`src/verilog/eeprom_pkg.sv`:
```
package eeprom_pkg;

   // Register bus geometry.
   typedef logic [31:0] axi_data_type;
   typedef logic [7:0]  axi_addr_type;

   // Register byte offsets.
   localparam axi_addr_type CTRL_OFFSET   = 8'h00;
   localparam axi_addr_type STATUS_OFFSET = 8'h04;
   localparam axi_addr_type WCOUNT_OFFSET = 8'h08;

   // Field positions.
   localparam int CTRL_ENABLE_BIT = 0;
   localparam int STATUS_BUSY_BIT = 0;
   localparam int STATUS_WP_BIT   = 1;
   localparam int STATUS_FIFO_BIT = 2;
   localparam int STATUS_ADDR_LSB = 8;

   // Reset values.
   localparam logic CTRL_ENABLE_RESET = 1'b1;

   // Bus responses.
   localparam logic [1:0] RESP_OKAY   = 2'h0;
   localparam logic [1:0] RESP_SLVERR = 2'h2;

   // Device type nibble that precedes the strapped select bits.
   localparam logic [3:0] DEV_TYPE_CODE = 4'ha;

   // Array geometry.
   localparam int MEM_BYTES  = 256;
   localparam int PAGE_BYTES = 8;
   localparam int FIFO_DEPTH = 4;

   // Self-timed write cycle, a longest time, so the count rounds down.
   localparam int CLK_FREQ_KHZ  = 25000;
   localparam int WRITE_TIME_US = 5000;
   localparam int WRITE_CYCLES  = WRITE_TIME_US * CLK_FREQ_KHZ / 1000;

   // Serial link states.
   typedef enum logic [2:0] {
      ST_IDLE  = 3'b000,
      ST_DEV   = 3'b001,
      ST_WORD  = 3'b010,
      ST_WDATA = 3'b011,
      ST_RDATA = 3'b100,
      ST_ACK   = 3'b101,
      ST_MACK  = 3'b110
   } link_state_type;

endpackage

```
`src/verilog/fifo_if.sv`:
```
interface fifo_if #(
   parameter int WIDTH = 8
) ();
   logic             valid;
   logic             ready;
   logic [WIDTH-1:0] data;

   // The producer drives valid and data, the consumer drives ready.
   modport src (output valid, output data, input ready);
   modport snk (input valid, input data, output ready);
endinterface

```
`src/verilog/stream_fifo.sv`:
```
module stream_fifo #(
   parameter int WIDTH = 8,
   parameter int DEPTH = 4
) (
   input wire logic ref_clk_in,
   input wire logic srst_in,
   fifo_if.snk      push_if,
   fifo_if.src      pop_if
);
   localparam int PW = $clog2(DEPTH);

   logic [WIDTH-1:0] mem_q [DEPTH];
   logic [PW-1:0]    wr_q;
   logic [PW-1:0]    rd_q;
   logic [PW:0]      cnt_q;
   logic             push;
   logic             pop;

   // Full and empty come straight from the fill count.
   assign push_if.ready = (cnt_q != DEPTH[PW:0]);
   assign pop_if.valid  = (cnt_q != '0);
   assign pop_if.data   = mem_q[rd_q];
   assign push          = push_if.valid && push_if.ready;
   assign pop           = pop_if.valid && pop_if.ready;

   // Storage has no reset; only the pointers define the content.
   always_ff @(posedge ref_clk_in) begin
      if (push) begin
         mem_q[wr_q] <= push_if.data;
      end
   end

   // Pointers wrap by overflow, so the depth must be a power of two.
   always_ff @(posedge ref_clk_in) begin
      if (srst_in) begin
         wr_q  <= '0;
         rd_q  <= '0;
         cnt_q <= '0;
      end else begin
         if (push) begin
            wr_q <= wr_q + 1'b1;
         end
         if (pop) begin
            rd_q <= rd_q + 1'b1;
         end
         if (push && !pop) begin
            cnt_q <= cnt_q + 1'b1;
         end else if (pop && !push) begin
            cnt_q <= cnt_q - 1'b1;
         end
      end
   end
endmodule

```
`src/verilog/two_wire_eeprom_target_port.sv`:
```
// Function
// - Sample incoming bits on serial clock rise.
// - Change driven data only after clock fall.
// - Data line only pulled low or released.
// - Answer only when select bits match straps.
// - Select and protect inputs read low only while in reset; nothing pulls undriven inputs low.
// - Array of 128 or 256 bytes.
// - Page write up to eight bytes, partial allowed.
// - Self-timed write ends within five milliseconds.
// - Protect input guards whole array.
// - Protect high inhibits writes, low allows them.
// - Random and sequential reads supported.
module two_wire_eeprom_target_port
   import eeprom_pkg::*;
#(
   parameter int MEM_DEPTH      = eeprom_pkg::MEM_BYTES,
   parameter int WRITE_CYCLES_P = eeprom_pkg::WRITE_CYCLES,
   parameter int FIFO_DEPTH_P   = eeprom_pkg::FIFO_DEPTH
) (
   input  wire logic                     ref_clk_in,
   input  wire logic                     srst_in,
   input  wire logic                     scl_in,
   input  wire logic                     sda_in,
   output wire logic                     sda_out,
   output wire logic                     sda_oe_out,
   input  wire logic                     addr_strap_bit0_in,
   input  wire logic                     addr_strap_bit1_in,
   input  wire logic                     addr_strap_bit2_in,
   input  wire logic                     wp_in,
   input  wire logic                     s_axi_awvalid_in,
   output wire logic                     s_axi_awready_out,
   input  wire eeprom_pkg::axi_addr_type s_axi_awaddr_in,
   input  wire logic                     s_axi_wvalid_in,
   output wire logic                     s_axi_wready_out,
   input  wire eeprom_pkg::axi_data_type s_axi_wdata_in,
   input  wire logic [3:0]               s_axi_wstrb_in,
   output wire logic                     s_axi_bvalid_out,
   input  wire logic                     s_axi_bready_in,
   output wire logic [1:0]               s_axi_bresp_out,
   input  wire logic                     s_axi_arvalid_in,
   output wire logic                     s_axi_arready_out,
   input  wire eeprom_pkg::axi_addr_type s_axi_araddr_in,
   output wire logic                     s_axi_rvalid_out,
   input  wire logic                     s_axi_rready_in,
   output wire eeprom_pkg::axi_data_type s_axi_rdata_out,
   output wire logic [1:0]               s_axi_rresp_out
);
   import eeprom_pkg::*;

   localparam int AW = $clog2(MEM_DEPTH);
   localparam int PB = $clog2(PAGE_BYTES);

   logic [5:0]     sync1_q;
   logic [5:0]     sync2_q;
   logic           scl_p_q;
   logic           sda_p_q;
   logic           scl_s;
   logic           sda_s;
   logic [2:0]     strap_s;
   logic           wp_s;
   logic           scl_rise;
   logic           scl_fall;
   logic           start_det;
   logic           stop_det;
   link_state_type state_q;
   link_state_type next_q;
   logic [3:0]     bit_cnt_q;
   logic [7:0]     shift_q;
   logic [7:0]     out_q;
   logic           sda_oe_q;
   logic           mack_q;
   logic [AW-1:0]  addr_q;
   logic           ack_ok;
   link_state_type after_ack;
   logic           push_pend_q;
   logic [AW+7:0]  push_data_q;
   logic [7:0]     page_data_q [PAGE_BYTES];
   logic [PAGE_BYTES-1:0] page_valid_q;
   logic [AW-PB-1:0] page_base_q;
   logic           commit_pend_q;
   logic           commit_go;
   logic           busy_q;
   logic [31:0]    wcnt_q;
   logic           write_done;
   logic [7:0]     mem_q [MEM_DEPTH];
   logic           ctrl_enable_q;
   logic [31:0]    wcount_q;
   logic           aw_got_q;
   logic           w_got_q;
   axi_addr_type   aw_addr_q;
   axi_data_type   w_data_q;
   logic [3:0]     w_strb_q;
   logic           bvalid_q;
   logic [1:0]     bresp_q;
   logic           rvalid_q;
   axi_data_type   rdata_q;
   logic [1:0]     rresp_q;

   fifo_if #(.WIDTH(AW + 8)) wr_if ();
   fifo_if #(.WIDTH(AW + 8)) rd_if ();

   // Pins cross into the clock domain through two flops each.
   always_ff @(posedge ref_clk_in) begin
      if (srst_in) begin
         // Clock and data start at their idle high level, so no false edge follows reset.
         sync1_q <= 6'h30;
         sync2_q <= 6'h30;
      end else begin
         sync1_q <= {scl_in, sda_in, addr_strap_bit2_in, addr_strap_bit1_in,
                     addr_strap_bit0_in, wp_in};
         sync2_q <= sync1_q;
      end
   end

   // A third stage gives the previous level for edge detection.
   always_ff @(posedge ref_clk_in) begin
      if (srst_in) begin
         scl_p_q <= 1'b1;
         sda_p_q <= 1'b1;
      end else begin
         scl_p_q <= scl_s;
         sda_p_q <= sda_s;
      end
   end

   assign scl_s     = sync2_q[5];
   assign sda_s     = sync2_q[4];
   assign strap_s   = sync2_q[3:1];
   assign wp_s      = sync2_q[0];
   assign scl_rise  = scl_s && !scl_p_q;
   assign scl_fall  = !scl_s && scl_p_q;
   // Data moving while the clock stays high marks frame bounds.
   assign start_det = scl_s && scl_p_q && sda_p_q && !sda_s;
   assign stop_det  = scl_s && scl_p_q && !sda_p_q && sda_s;

   // Acknowledge decision for the byte just received.
   always_comb begin
      ack_ok    = 1'b0;
      after_ack = ST_IDLE;
      case (state_q)
         ST_DEV: begin
            ack_ok    = (shift_q[7:4] == DEV_TYPE_CODE) && (shift_q[3:1] == strap_s)
                        && ctrl_enable_q && !busy_q;
            after_ack = shift_q[0] ? ST_RDATA : ST_WORD;
         end
         ST_WORD: begin
            ack_ok    = 1'b1;
            after_ack = ST_WDATA;
         end
         ST_WDATA: begin
            ack_ok    = !push_pend_q;  // A byte not yet buffered is refused.
            after_ack = ST_WDATA;
         end
         default: begin
            ack_ok    = 1'b0;
            after_ack = ST_IDLE;
         end
      endcase
   end

   // Serial link sequencer; frame edges override every state.
   always_ff @(posedge ref_clk_in) begin
      if (srst_in) begin
         state_q   <= ST_IDLE;
         next_q    <= ST_IDLE;
         bit_cnt_q <= '0;
         shift_q   <= '0;
         out_q     <= '0;
         sda_oe_q  <= 1'b0;
         mack_q    <= 1'b0;
         addr_q    <= '0;
      end else if (stop_det) begin
         state_q  <= ST_IDLE;
         sda_oe_q <= 1'b0;
      end else if (start_det) begin
         state_q   <= ST_DEV;
         bit_cnt_q <= '0;
         sda_oe_q  <= 1'b0;
      end else begin
         case (state_q)
            ST_DEV, ST_WORD, ST_WDATA: begin
               if (scl_rise && bit_cnt_q < 4'd8) begin
                  shift_q   <= {shift_q[6:0], sda_s};
                  bit_cnt_q <= bit_cnt_q + 4'd1;
               end else if (scl_fall && bit_cnt_q == 4'd8) begin
                  state_q   <= ST_ACK;
                  sda_oe_q  <= ack_ok;
                  next_q    <= ack_ok ? after_ack : ST_IDLE;
                  bit_cnt_q <= '0;
                  if (state_q == ST_WORD) begin
                     addr_q <= shift_q[AW-1:0];
                  end else if (state_q == ST_WDATA && ack_ok) begin
                     addr_q[PB-1:0] <= addr_q[PB-1:0] + 1'b1;
                  end
               end
            end
            ST_ACK, ST_MACK: begin
               if (scl_rise) begin
                  mack_q <= !sda_s;
               end else if (scl_fall) begin
                  if ((state_q == ST_ACK && next_q == ST_RDATA) ||
                      (state_q == ST_MACK && mack_q)) begin
                     state_q   <= ST_RDATA;
                     sda_oe_q  <= !mem_q[addr_q][7];
                     out_q     <= {mem_q[addr_q][6:0], 1'b0};
                     addr_q    <= addr_q + 1'b1;
                     bit_cnt_q <= 4'd1;
                  end else begin
                     state_q  <= (state_q == ST_ACK) ? next_q : ST_IDLE;
                     sda_oe_q <= 1'b0;
                  end
               end
            end
            ST_RDATA: begin
               if (scl_fall && bit_cnt_q < 4'd8) begin
                  sda_oe_q  <= !out_q[7];
                  out_q     <= {out_q[6:0], 1'b0};
                  bit_cnt_q <= bit_cnt_q + 4'd1;
               end else if (scl_fall) begin
                  state_q  <= ST_MACK;
                  sda_oe_q <= 1'b0;
                  mack_q   <= 1'b0;
               end
            end
            default: begin
               sda_oe_q <= 1'b0;
            end
         endcase
      end
   end

   // The line is only ever pulled low or released.
   assign sda_out    = 1'b0;
   assign sda_oe_out = sda_oe_q;

   // Each received data byte is offered to the buffer with its address.
   always_ff @(posedge ref_clk_in) begin
      if (srst_in) begin
         push_pend_q <= 1'b0;
         push_data_q <= '0;
      end else if (state_q == ST_WDATA && scl_rise && bit_cnt_q == 4'd7 && !push_pend_q
                   && !start_det && !stop_det) begin
         push_pend_q <= 1'b1;
         push_data_q <= {addr_q, shift_q[6:0], sda_s};
      end else if (wr_if.ready) begin
         push_pend_q <= 1'b0;
      end
   end

   assign wr_if.valid = push_pend_q;
   assign wr_if.data  = push_data_q;
   // Draining stalls during the write cycle so the page stays stable.
   assign rd_if.ready = !busy_q;

   stream_fifo #(
      .WIDTH (AW + 8),
      .DEPTH (FIFO_DEPTH_P)
   ) u_byte_fifo (
      .ref_clk_in (ref_clk_in),
      .srst_in    (srst_in),
      .push_if    (wr_if.snk),
      .pop_if     (rd_if.src)
   );

   // Page buffer collects drained bytes; unsent bytes keep old content.
   always_ff @(posedge ref_clk_in) begin
      if (srst_in) begin
         page_valid_q <= '0;
         page_base_q  <= '0;
      end else if (rd_if.valid && rd_if.ready) begin
         page_data_q[rd_if.data[PB+7:8]]  <= rd_if.data[7:0];
         page_valid_q[rd_if.data[PB+7:8]] <= 1'b1;
         page_base_q                      <= rd_if.data[AW+7:PB+8];
      end else if (write_done || (commit_go && wp_s)) begin
         page_valid_q <= '0;
      end
   end

   assign commit_go  = commit_pend_q && !rd_if.valid && !push_pend_q;
   assign write_done = busy_q && (wcnt_q == WRITE_CYCLES_P - 1);

   // Commit waits for the buffer to drain, then runs the timed write.
   always_ff @(posedge ref_clk_in) begin
      if (srst_in) begin
         commit_pend_q <= 1'b0;
         busy_q        <= 1'b0;
         wcnt_q        <= '0;
         wcount_q      <= '0;
      end else begin
         if (stop_det && state_q == ST_WDATA) begin
            commit_pend_q <= 1'b1;
         end else if (commit_go) begin
            commit_pend_q <= 1'b0;
            busy_q        <= (page_valid_q != '0) && !wp_s;
         end
         if (write_done) begin
            busy_q   <= 1'b0;
            wcnt_q   <= '0;
            wcount_q <= wcount_q + 32'd1;
         end else if (busy_q) begin
            wcnt_q <= wcnt_q + 32'd1;
         end
      end
   end

   // The array changes only at the end of a timed write.
   always_ff @(posedge ref_clk_in) begin
      if (write_done) begin
         for (int i = 0; i < PAGE_BYTES; i++) begin
            if (page_valid_q[i]) begin
               mem_q[{page_base_q, i[PB-1:0]}] <= page_data_q[i];
            end
         end
      end
   end

   // Write channel: address and data are taken in either order.
   always_ff @(posedge ref_clk_in) begin
      if (srst_in) begin
         aw_got_q      <= 1'b0;
         w_got_q       <= 1'b0;
         aw_addr_q     <= '0;
         w_data_q      <= '0;
         w_strb_q      <= '0;
         bvalid_q      <= 1'b0;
         bresp_q       <= RESP_OKAY;
         ctrl_enable_q <= CTRL_ENABLE_RESET;
      end else begin
         if (s_axi_awvalid_in && s_axi_awready_out) begin
            aw_got_q  <= 1'b1;
            aw_addr_q <= s_axi_awaddr_in;
         end
         if (s_axi_wvalid_in && s_axi_wready_out) begin
            w_got_q  <= 1'b1;
            w_data_q <= s_axi_wdata_in;
            w_strb_q <= s_axi_wstrb_in;
         end
         if (aw_got_q && w_got_q) begin
            aw_got_q <= 1'b0;
            w_got_q  <= 1'b0;
            bvalid_q <= 1'b1;
            if (aw_addr_q == CTRL_OFFSET) begin
               bresp_q <= RESP_OKAY;
               if (w_strb_q[0]) begin
                  ctrl_enable_q <= w_data_q[CTRL_ENABLE_BIT];
               end
            end else if (aw_addr_q == STATUS_OFFSET || aw_addr_q == WCOUNT_OFFSET) begin
               bresp_q <= RESP_OKAY;
            end else begin
               bresp_q <= RESP_SLVERR;
            end
         end else if (bvalid_q && s_axi_bready_in) begin
            bvalid_q <= 1'b0;
         end
      end
   end

   assign s_axi_awready_out = !aw_got_q && !bvalid_q;
   assign s_axi_wready_out  = !w_got_q && !bvalid_q;
   assign s_axi_bvalid_out  = bvalid_q;
   assign s_axi_bresp_out   = bresp_q;

   // Read channel answers one cycle after the address is taken.
   always_ff @(posedge ref_clk_in) begin
      if (srst_in) begin
         rvalid_q <= 1'b0;
         rdata_q  <= '0;
         rresp_q  <= RESP_OKAY;
      end else if (s_axi_arvalid_in && s_axi_arready_out) begin
         rvalid_q <= 1'b1;
         rresp_q  <= RESP_OKAY;
         rdata_q  <= '0;
         if (s_axi_araddr_in == CTRL_OFFSET) begin
            rdata_q[CTRL_ENABLE_BIT] <= ctrl_enable_q;
         end else if (s_axi_araddr_in == STATUS_OFFSET) begin
            rdata_q[STATUS_BUSY_BIT]               <= busy_q;
            rdata_q[STATUS_WP_BIT]                 <= wp_s;
            rdata_q[STATUS_FIFO_BIT]               <= rd_if.valid;
            rdata_q[STATUS_ADDR_LSB +: AW]         <= addr_q;
         end else if (s_axi_araddr_in == WCOUNT_OFFSET) begin
            rdata_q <= wcount_q;
         end else begin
            rresp_q <= RESP_SLVERR;
         end
      end else if (rvalid_q && s_axi_rready_in) begin
         rvalid_q <= 1'b0;
      end
   end

   assign s_axi_arready_out = !rvalid_q;
   assign s_axi_rvalid_out  = rvalid_q;
   assign s_axi_rdata_out   = rdata_q;
   assign s_axi_rresp_out   = rresp_q;
endmodule

```
`config.mk`:
```
export PLATFORM = sky130hd
export DESIGN_NAME = two_wire_eeprom_target_port
export DESIGN_NICKNAME = d
export VERILOG_FILES = /design/src/verilog/eeprom_pkg.sv /design/src/verilog/fifo_if.sv /design/src/verilog/stream_fifo.sv /design/src/verilog/two_wire_eeprom_target_port.sv
export SDC_FILE = /design/constraint.sdc
export NUM_CORES = 2
export LEC_CHECK = 0
export ABC_AREA = 1
export BUFFER_PORTS_ARGS = -buffer_cell sky130_fd_sc_hd__buf_2
export CAP_MARGIN = 10
export CELL_PAD_IN_SITES_DETAIL_PLACEMENT = 1
export CELL_PAD_IN_SITES_GLOBAL_PLACEMENT = 2
export CORE_AREA = 2 2 502 504
export CTS_CLUSTER_DIAMETER = 150
export DETAILED_ROUTE_END_ITERATION = 8
export DIE_AREA = 0 0 504 506
export HOLD_SLACK_MARGIN = 0.15
export PLACE_DENSITY = 0.78
export SLEW_MARGIN = 10
export SYNTH_ARGS = -nofsm -noshare
export SYNTH_HDL_FRONTEND = slang
export SYNTH_SLANG_ARGS = --single-unit
```
`constraint.sdc`:
```
create_clock -name ref_clk_in -period 2.35 [get_ports ref_clk_in]
set_input_delay 0.235 -clock ref_clk_in [delete_from_list [all_inputs] [get_ports ref_clk_in]]
set_output_delay 0.235 -clock ref_clk_in [all_outputs]
set_load 0.05 [all_outputs]
```
* After elaboration in Yosys (flattened, before gate mapping)
Memories as Yosys holds them, arrays and structs flattened. A register that Yosys moved wholly into a read port is not among the register bits. Index checks and enable logic that the tools add are counted.
Cells by class: equal/unequal tests 38, $lt $le $gt $ge 3, $add $sub $neg 9, bitwise gates (word level) 5, multiplexer cells 104, reductions and logical operators 94
Operators by type and width (number):
- 2-to-1 mux 8 bit | 12
- adder 32 x 1 -> 32 bit, second input constant | 2
- 2-to-1 mux 1 bit | 49
- 2-to-1 mux 3 bit | 15
- logical AND 1 bit | 40
- inequality test 3 bit, second input constant | 11
- == test 32 x 17 -> 1 bit, second input constant | 1
- 2-to-1 mux 32 bit | 1
- case mux 8 bit (2 select lines) | 2
- 2-to-1 mux 31 bit | 1
- 2-to-1 mux 4 bit | 7
- AND reduction 7 bit | 4
- inequality test 2 bit, second input constant | 10
- logical NOT 1 bit | 18
- AND reduction 9 bit | 2
- == test 8 x 3 -> 1 bit, second input constant | 2
- == test 8 x 4 -> 1 bit, second input constant | 2
- logical NOT 8 bit | 2
- 2-to-1 mux 16 bit | 1
- nonzero test 2 bit | 8
- 2-to-1 mux 2 bit | 7
- == test 3 bit, second input constant | 4
- case mux 4 bit (3 select lines) | 1
- 2-to-1 mux 5 bit | 2
- 32 further kinds | 49
Word-level totals: output and inout bits 43, memories 3, bits in registers 204, logic and storage cells 292, input port bits 65, memory bits (writable) 2176
Memories:
- mem_q | words 256, bits a word 8, read ports 1, clocked after Yosys merged registers in 0, write ports 8, RTL line two_wire_eeprom_target_port.sv:85 | logic [7:0] mem_q [MEM_DEPTH];
- page_data_q | words 8, bits a word 8, read ports 8, clocked after Yosys merged registers in 0, write ports 1, RTL line two_wire_eeprom_target_port.sv:77 | logic [7:0] page_data_q [PAGE_BYTES];
- u_byte_fifo.mem_q | words 4, bits a word 16, read ports 1, clocked after Yosys merged registers in 1, write ports 1, RTL line stream_fifo.sv:12 | logic [WIDTH-1:0] mem_q [DEPTH];

* Depth between registers and ports, before layout
depth after elaboration 11, mapped depth 20, gate-level depth less buffers 16

* Hierarchy
Synthesis repeated with hierarchy kept, for this count alone.
Second synthesis, totals: cells, all modules 8378, area total of the unflattened synthesis 96684.0 sq um
Modules (own cells, without submodules):
- two_wire_eeprom_target_port | area an instance 93836.2 sq um, cells each 8156, instances 1
- stream_fifo | area an instance 2847.7 sq um, cells each 222, instances 1

* Worst setup path after synthesis
OpenSTA, ideal clock, no wires.
kind flip-flop to flip-flop, from reg wcnt_q[0], to mem mem_q[200][0], in the netlist mem_q[100][0], enable pin, stages on the path, launching flop included 11, required time 1.980 ns, period minus slack after synthesis 2.453 ns, data arrival time 2.083 ns, library setup time 0.370 ns, path slack -0.103 ns, cells stage by stage dfxtp_1 > ha_1 > inv_1 > nor3_2 > inv_1 > nor4_1 > nand2_2 > clkinv_1 > nand2_1 > clkbuf_1 > nor2_1
RTL lines:
- start, declared | RTL line two_wire_eeprom_target_port.sv:83 | logic [31:0] wcnt_q;
- start signal, assigned | RTL line two_wire_eeprom_target_port.sv:301 | wcnt_q <= wcnt_q + 32'd1;
- end, declared | RTL line two_wire_eeprom_target_port.sv:85

* Worst setup path in the final report
from reg addr_q[1], to reg out_q[1]
On the way: longest elaborated chain between the ends 5
RTL lines:
- start, declared | RTL line two_wire_eeprom_target_port.sv:72 | logic [AW-1:0] addr_q;
- start signal, assigned | RTL line two_wire_eeprom_target_port.sv:191 | addr_q <= shift_q[AW-1:0];
- start signal, assigned by index | RTL line two_wire_eeprom_target_port.sv:193 | addr_q[PB-1:0] <= addr_q[PB-1:0] + 1'b1;
- start signal, assigned | RTL line two_wire_eeprom_target_port.sv:206 | addr_q <= addr_q + 1'b1;
- memory (256 x 8 bit)
- 2-to-1 mux 8 bit | RTL line two_wire_eeprom_target_port.sv:201 | if ((state_q == ST_ACK && next_q == ST_RDATA) ||
- 2-to-1 mux 8 bit | RTL line two_wire_eeprom_target_port.sv:200 | end else if (scl_fall) begin
- 2-to-1 mux 8 bit | RTL line two_wire_eeprom_target_port.sv:198 | if (scl_rise) begin
- case mux 8 bit (2 select lines) | RTL line two_wire_eeprom_target_port.sv:180 | case (state_q)
- end signal, assigned | RTL line two_wire_eeprom_target_port.sv:205 | out_q <= {mem_q[addr_q][6:0], 1'b0};
- end signal, assigned | RTL line two_wire_eeprom_target_port.sv:217 | out_q <= {out_q[6:0], 1'b0};
- end, declared | RTL line two_wire_eeprom_target_port.sv:69 | logic [7:0] out_q;
No other way between the ends. The select of a mux whose other input is x is not followed. A chain may end at the register's enable or synchronous reset.

==> impl_metrics.csv <==
group,metric,value,unit
sta,final.period_utilization,120.5,%
grt,grt_pass1_vias,77050,
final_layout,final_core_util,48.51,%
sta,slew_headroom,37.57,%
final_layout,drive_gt1_share,19.09,%
synth,ys_async_sr_fraction,0,%
setup_path,worstPathMaxFanout,37,
grt,grt_max_degree,68,
synth,yosys-top-cells-area,"edfxtp_1 (68%), nor2_1 (7.4%), o21ai_0 (5.4%), dfxtp_1 (4.2%), nand2_1 (3.9%)",
run,drv_cap,0,
setup_path,cp_top_family,"buffers and inverters",
synth,netlist.area_leader.share,67.54,%
run_status,violations,"negative setup slack",
power_and_ir_drop,power.leakage,42.81,nW
synth,synth_edf_count,2176,
synth,syn_avg_cell_area,11.53,µm²
final_layout,layout_commonest_cell,"edfxtp_1",
min_path,hold_end,"push_pend_q",
detailed_routing,first_pass_iters,5,
setup_path,slowest_stage,"dfxtp_4",
clocking,cts_buffer_depth,4,
final_layout,area_growth,25.37,%
grt,grt_usage,32.18,%
sta,period_minus_slack,2833,ps
setup_path,start_kind,"flip-flop",
clocking,numCtsBuffers,279,
setup_path,crit_arrival,3700,ps
setup_path,reg2reg_depth,16,
synth,synth_area,96740,µm²
sta,maxSlewViolCount,0,
floorplan,die_y,506,µm
detailed_routing,ant_nets,0,
grt,antenna_found_initial,72,
synth,ys_types,55,
clocking,insertion_delay,960,ps
setup_path,cp-end-kind,"flip-flop",
power_and_ir_drop,power_density,1135,nW/µm²
synth,ys.flop_type,"edfxtp_1",
detailed_routing,viasPerCell,5.943,
placement,dpl.hpwl,254800,µm
floorplan,io_pins,108,
sta,hold_violations,0,
sta,finalClockSkew,77.10,ps
detailed_routing,routed_wl,423700,µm
power_and_ir_drop,power.total,137.7,mW
min_path,min_path_type,"primary input to flip-flop",
setup_path,cpPeakStageDelay,440,ps
min_path,worstHoldStart,"srst_in",
sta,fin_ws,-482.9,ps
synth,ys_warn_count,0,
setup_path,r2r_start,"addr_q[1]",
synth,netlist_instances,8388,
final_layout,n_fill_cell,26290,
final_layout,nets,9527,
clocking,clock_sinks,2379,
floorplan,die_x,504,µm
sta,fmax,353.0,MHz
setup_path,ff2ff_setup_slack,-480,ps
setup_path,crit_chain,"clkinv_8 -> buf_12 -> buf_4 -> nor2_1 -> o21ai_0 -> a21oi_1 -> buf_4 -> nor2_1 -> nand2_1 -> nand3_1 -> nand3_1 -> buf_4 -> nand3_2 -> nand2_1 -> nand2_1 -> a21oi_2",
sta,worstMarginPinSlew,936.5,ps
detailed_routing,wl_per_cell,32.49,µm
floorplan,fp.dieArea,255000,µm²
power_and_ir_drop,peakVddDrop,1082,µV
setup_path,critPathKind,"flip-flop to flip-flop",
setup_path,reg2reg_to,"out_q[1]",
detailed_routing,route.vias.total,77490,
detailed_routing,dr.first_iter.drc_count,12480,
synth,yosysTopAreaCell,"edfxtp_1",
setup_path,critical_path_required,3220,ps
grt,grt-ovfl-total,0,
floorplan,row_count,184,
run_status,status,"complete, but fails checks",
synth,ys_seq_area_share,71.74,%
sta,rsz0062_at_grt,"true",
placement,place_congestion,0.9454,
setup_path,crit_buf_inv,5,
detailed_routing,remaining_drc_errors,0,
final_layout,layout_common_cells,"edfxtp_1 (2,176), nor2_1 (1,787), o21ai_0 (974), nand2_1 (969), buf_4 (800)",
clocking,cts_root_buf,"clkbuf_16",
min_path,whs_path_depth,4,
placement,portBuffers,70,
synth,ys_ff_latch,2379,
clocking,cts_tree,"done",
floorplan,core,250000,µm²
floorplan,initial_utilization,38.69,%
clocking,clkSlewWorstSetupHoldPaths,60,ps
grt,grt_pass1_wl,581500,µm
clocking,h-tree-depth,5,
sta,finalSetupViolCount,1671,
-- cell type report --
type	count	area (µm²)	share of cell area (%)
Clock inverter	114	858.3	0.7077
Antenna cell	48	120.1	0.09904
Multi-Input combinational cell	5198	24900	20.53
Timing Repair inverter	1	11.26	0.009285
Timing Repair Buffer	1286	13080	10.78
Tap cell	3348	4189	3.454
Sequential cell	2379	69430	57.25
Inverter	306	1205	0.9935
Clock buffer	359	7490	6.175
-- synthesized netlist by cell type (3+ instances only) --
| library cell | count |
|---|---|
| a211oi_1 | 24 |
| a21oi_1 | 215 |
| a31oi_1 | 19 |
| buf_1 | 45 |
| buf_2 | 101 |
| buf_4 | 78 |
| buf_6 | 34 |
| buf_8 | 4 |
| clkbuf_1 | 243 |
| clkinv_1 | 8 |
| dfxtp_1 | 203 |
| edfxtp_1 | 2176 |
| ha_1 | 10 |
| inv_1 | 285 |
| inv_2 | 12 |
| nand2_1 | 998 |
| nand3_1 | 409 |
| nand4_1 | 40 |
| nor2_1 | 1910 |
| nor2_2 | 5 |
| nor3_1 | 54 |
| nor3_4 | 3 |
| nor4_1 | 24 |
| nor4_2 | 3 |
| o211ai_1 | 213 |
| o21a_1 | 5 |
| o21ai_0 | 1047 |
| o21ai_1 | 59 |
| o22ai_1 | 98 |
| or2_2 | 7 |
| xnor2_1 | 3 |
| xor2_1 | 21 |
-- report_power, final --
part / leakage [nW] / internal (mW) / switching, mW
Sequential: 21.2 / 47.6 / 0.664
Clock: 4.08 / 23.7 / 17.4
Combinational: 17.5 / 15.3 / 33.0
-- worst max path at each step --
stage	to	slack [ps]	depth (start not counted)	from
finish	out_q[1]	-480	16	addr_q[1]
global route	sda_oe_out	-480	17	addr_q[0]
CTS	sda_oe_out	-350	19	addr_q[0]
detailed placement	sda_oe_out	-670	16	addr_q[3]
global placement	sda_oe_out	-750	16	addr_q[3]
floorplan	mem_q[100][0]	-100	10	wcnt_q[0]
-- worst register-to-register path, stage by stage (launching register included) --
cell and delay [ps]:
dfxtp_4 440, clkinv_8 220, buf_12 270, buf_4 280
nor2_1 130, o21ai_0 130, a21oi_1 200, buf_4 180
nor2_1 50, nand2_1 140, nand3_1 90, nand3_1 110
buf_4 150, nand3_2 90, nand2_1 100, nand2_1 90
a21oi_2 140
-- flip-flops by register name (all words and copies together), names as in the netlist, 8 cells and up, named ones only --
| signal | flops |
|---|---|
| s_axi_rdata_out | 32 |
| mem_q | 2048 |
| wcnt_q | 32 |
| shift_q | 8 |
| wcount_q | 32 |
| page_data_q | 64 |
| aw_addr_q | 8 |
| page_valid_q | 8 |
| push_data_q | 16 |
| addr_q | 8 |
| u_byte_fifo.mem_q | 64 |
-- per-stage QoR --
step	area, µm²	hold WS, ps	setup slack [ps]	std cells	setup TNS (ps)
5_1_grt	121200	329.8	-478.6	13000	-357760
3_5_place_dp	108700	397.7	-672.4	12370	-212330
2_1_floorplan	96750	338.8	-102.8	8390	-197350
4_1_cts	119700	244.7	-354.0	12960	-80780
3_3_place_gp	108700	396.7	-747.8	12370	-106650
6_report	121300	310.0	-482.9	13040	-203820
-- metal layers --
layer | GRT usage, % | up-vias | share of wire, %
met5 | 0 | - | 0.040
met3 | 7.508 | 1251 | 12
met2 | 48.83 | 5369 | 45
li1 | - | 31850 | -
met4 | 18.42 | 24 | 6.3
met1 | 42.41 | 38990 | 37
-- logic make-up after synthesis --
kind of cell / synth area share, %
adders and majority gates: 0.1500
buffers and inverters: 3.906
other: 0.003876
muxes: 0.02069
and+or+nand+nor: 14.40
AOI/OAI and AO/OA: 9.564
xor gates and xnor gates: 0.2173
DFF: 71.74
-- what timing repair did --
item,in CTS,in global routing
hold buffers,82,1
gates resized for setup,325,286
cloned,20,14
endpoints found under the hold margin,204,21
endpoints found under the setup margin,2038,1970
pin swaps,14,35
buffers inserted,16,19
Note: power is estimated with default switching activity, not from simulation.
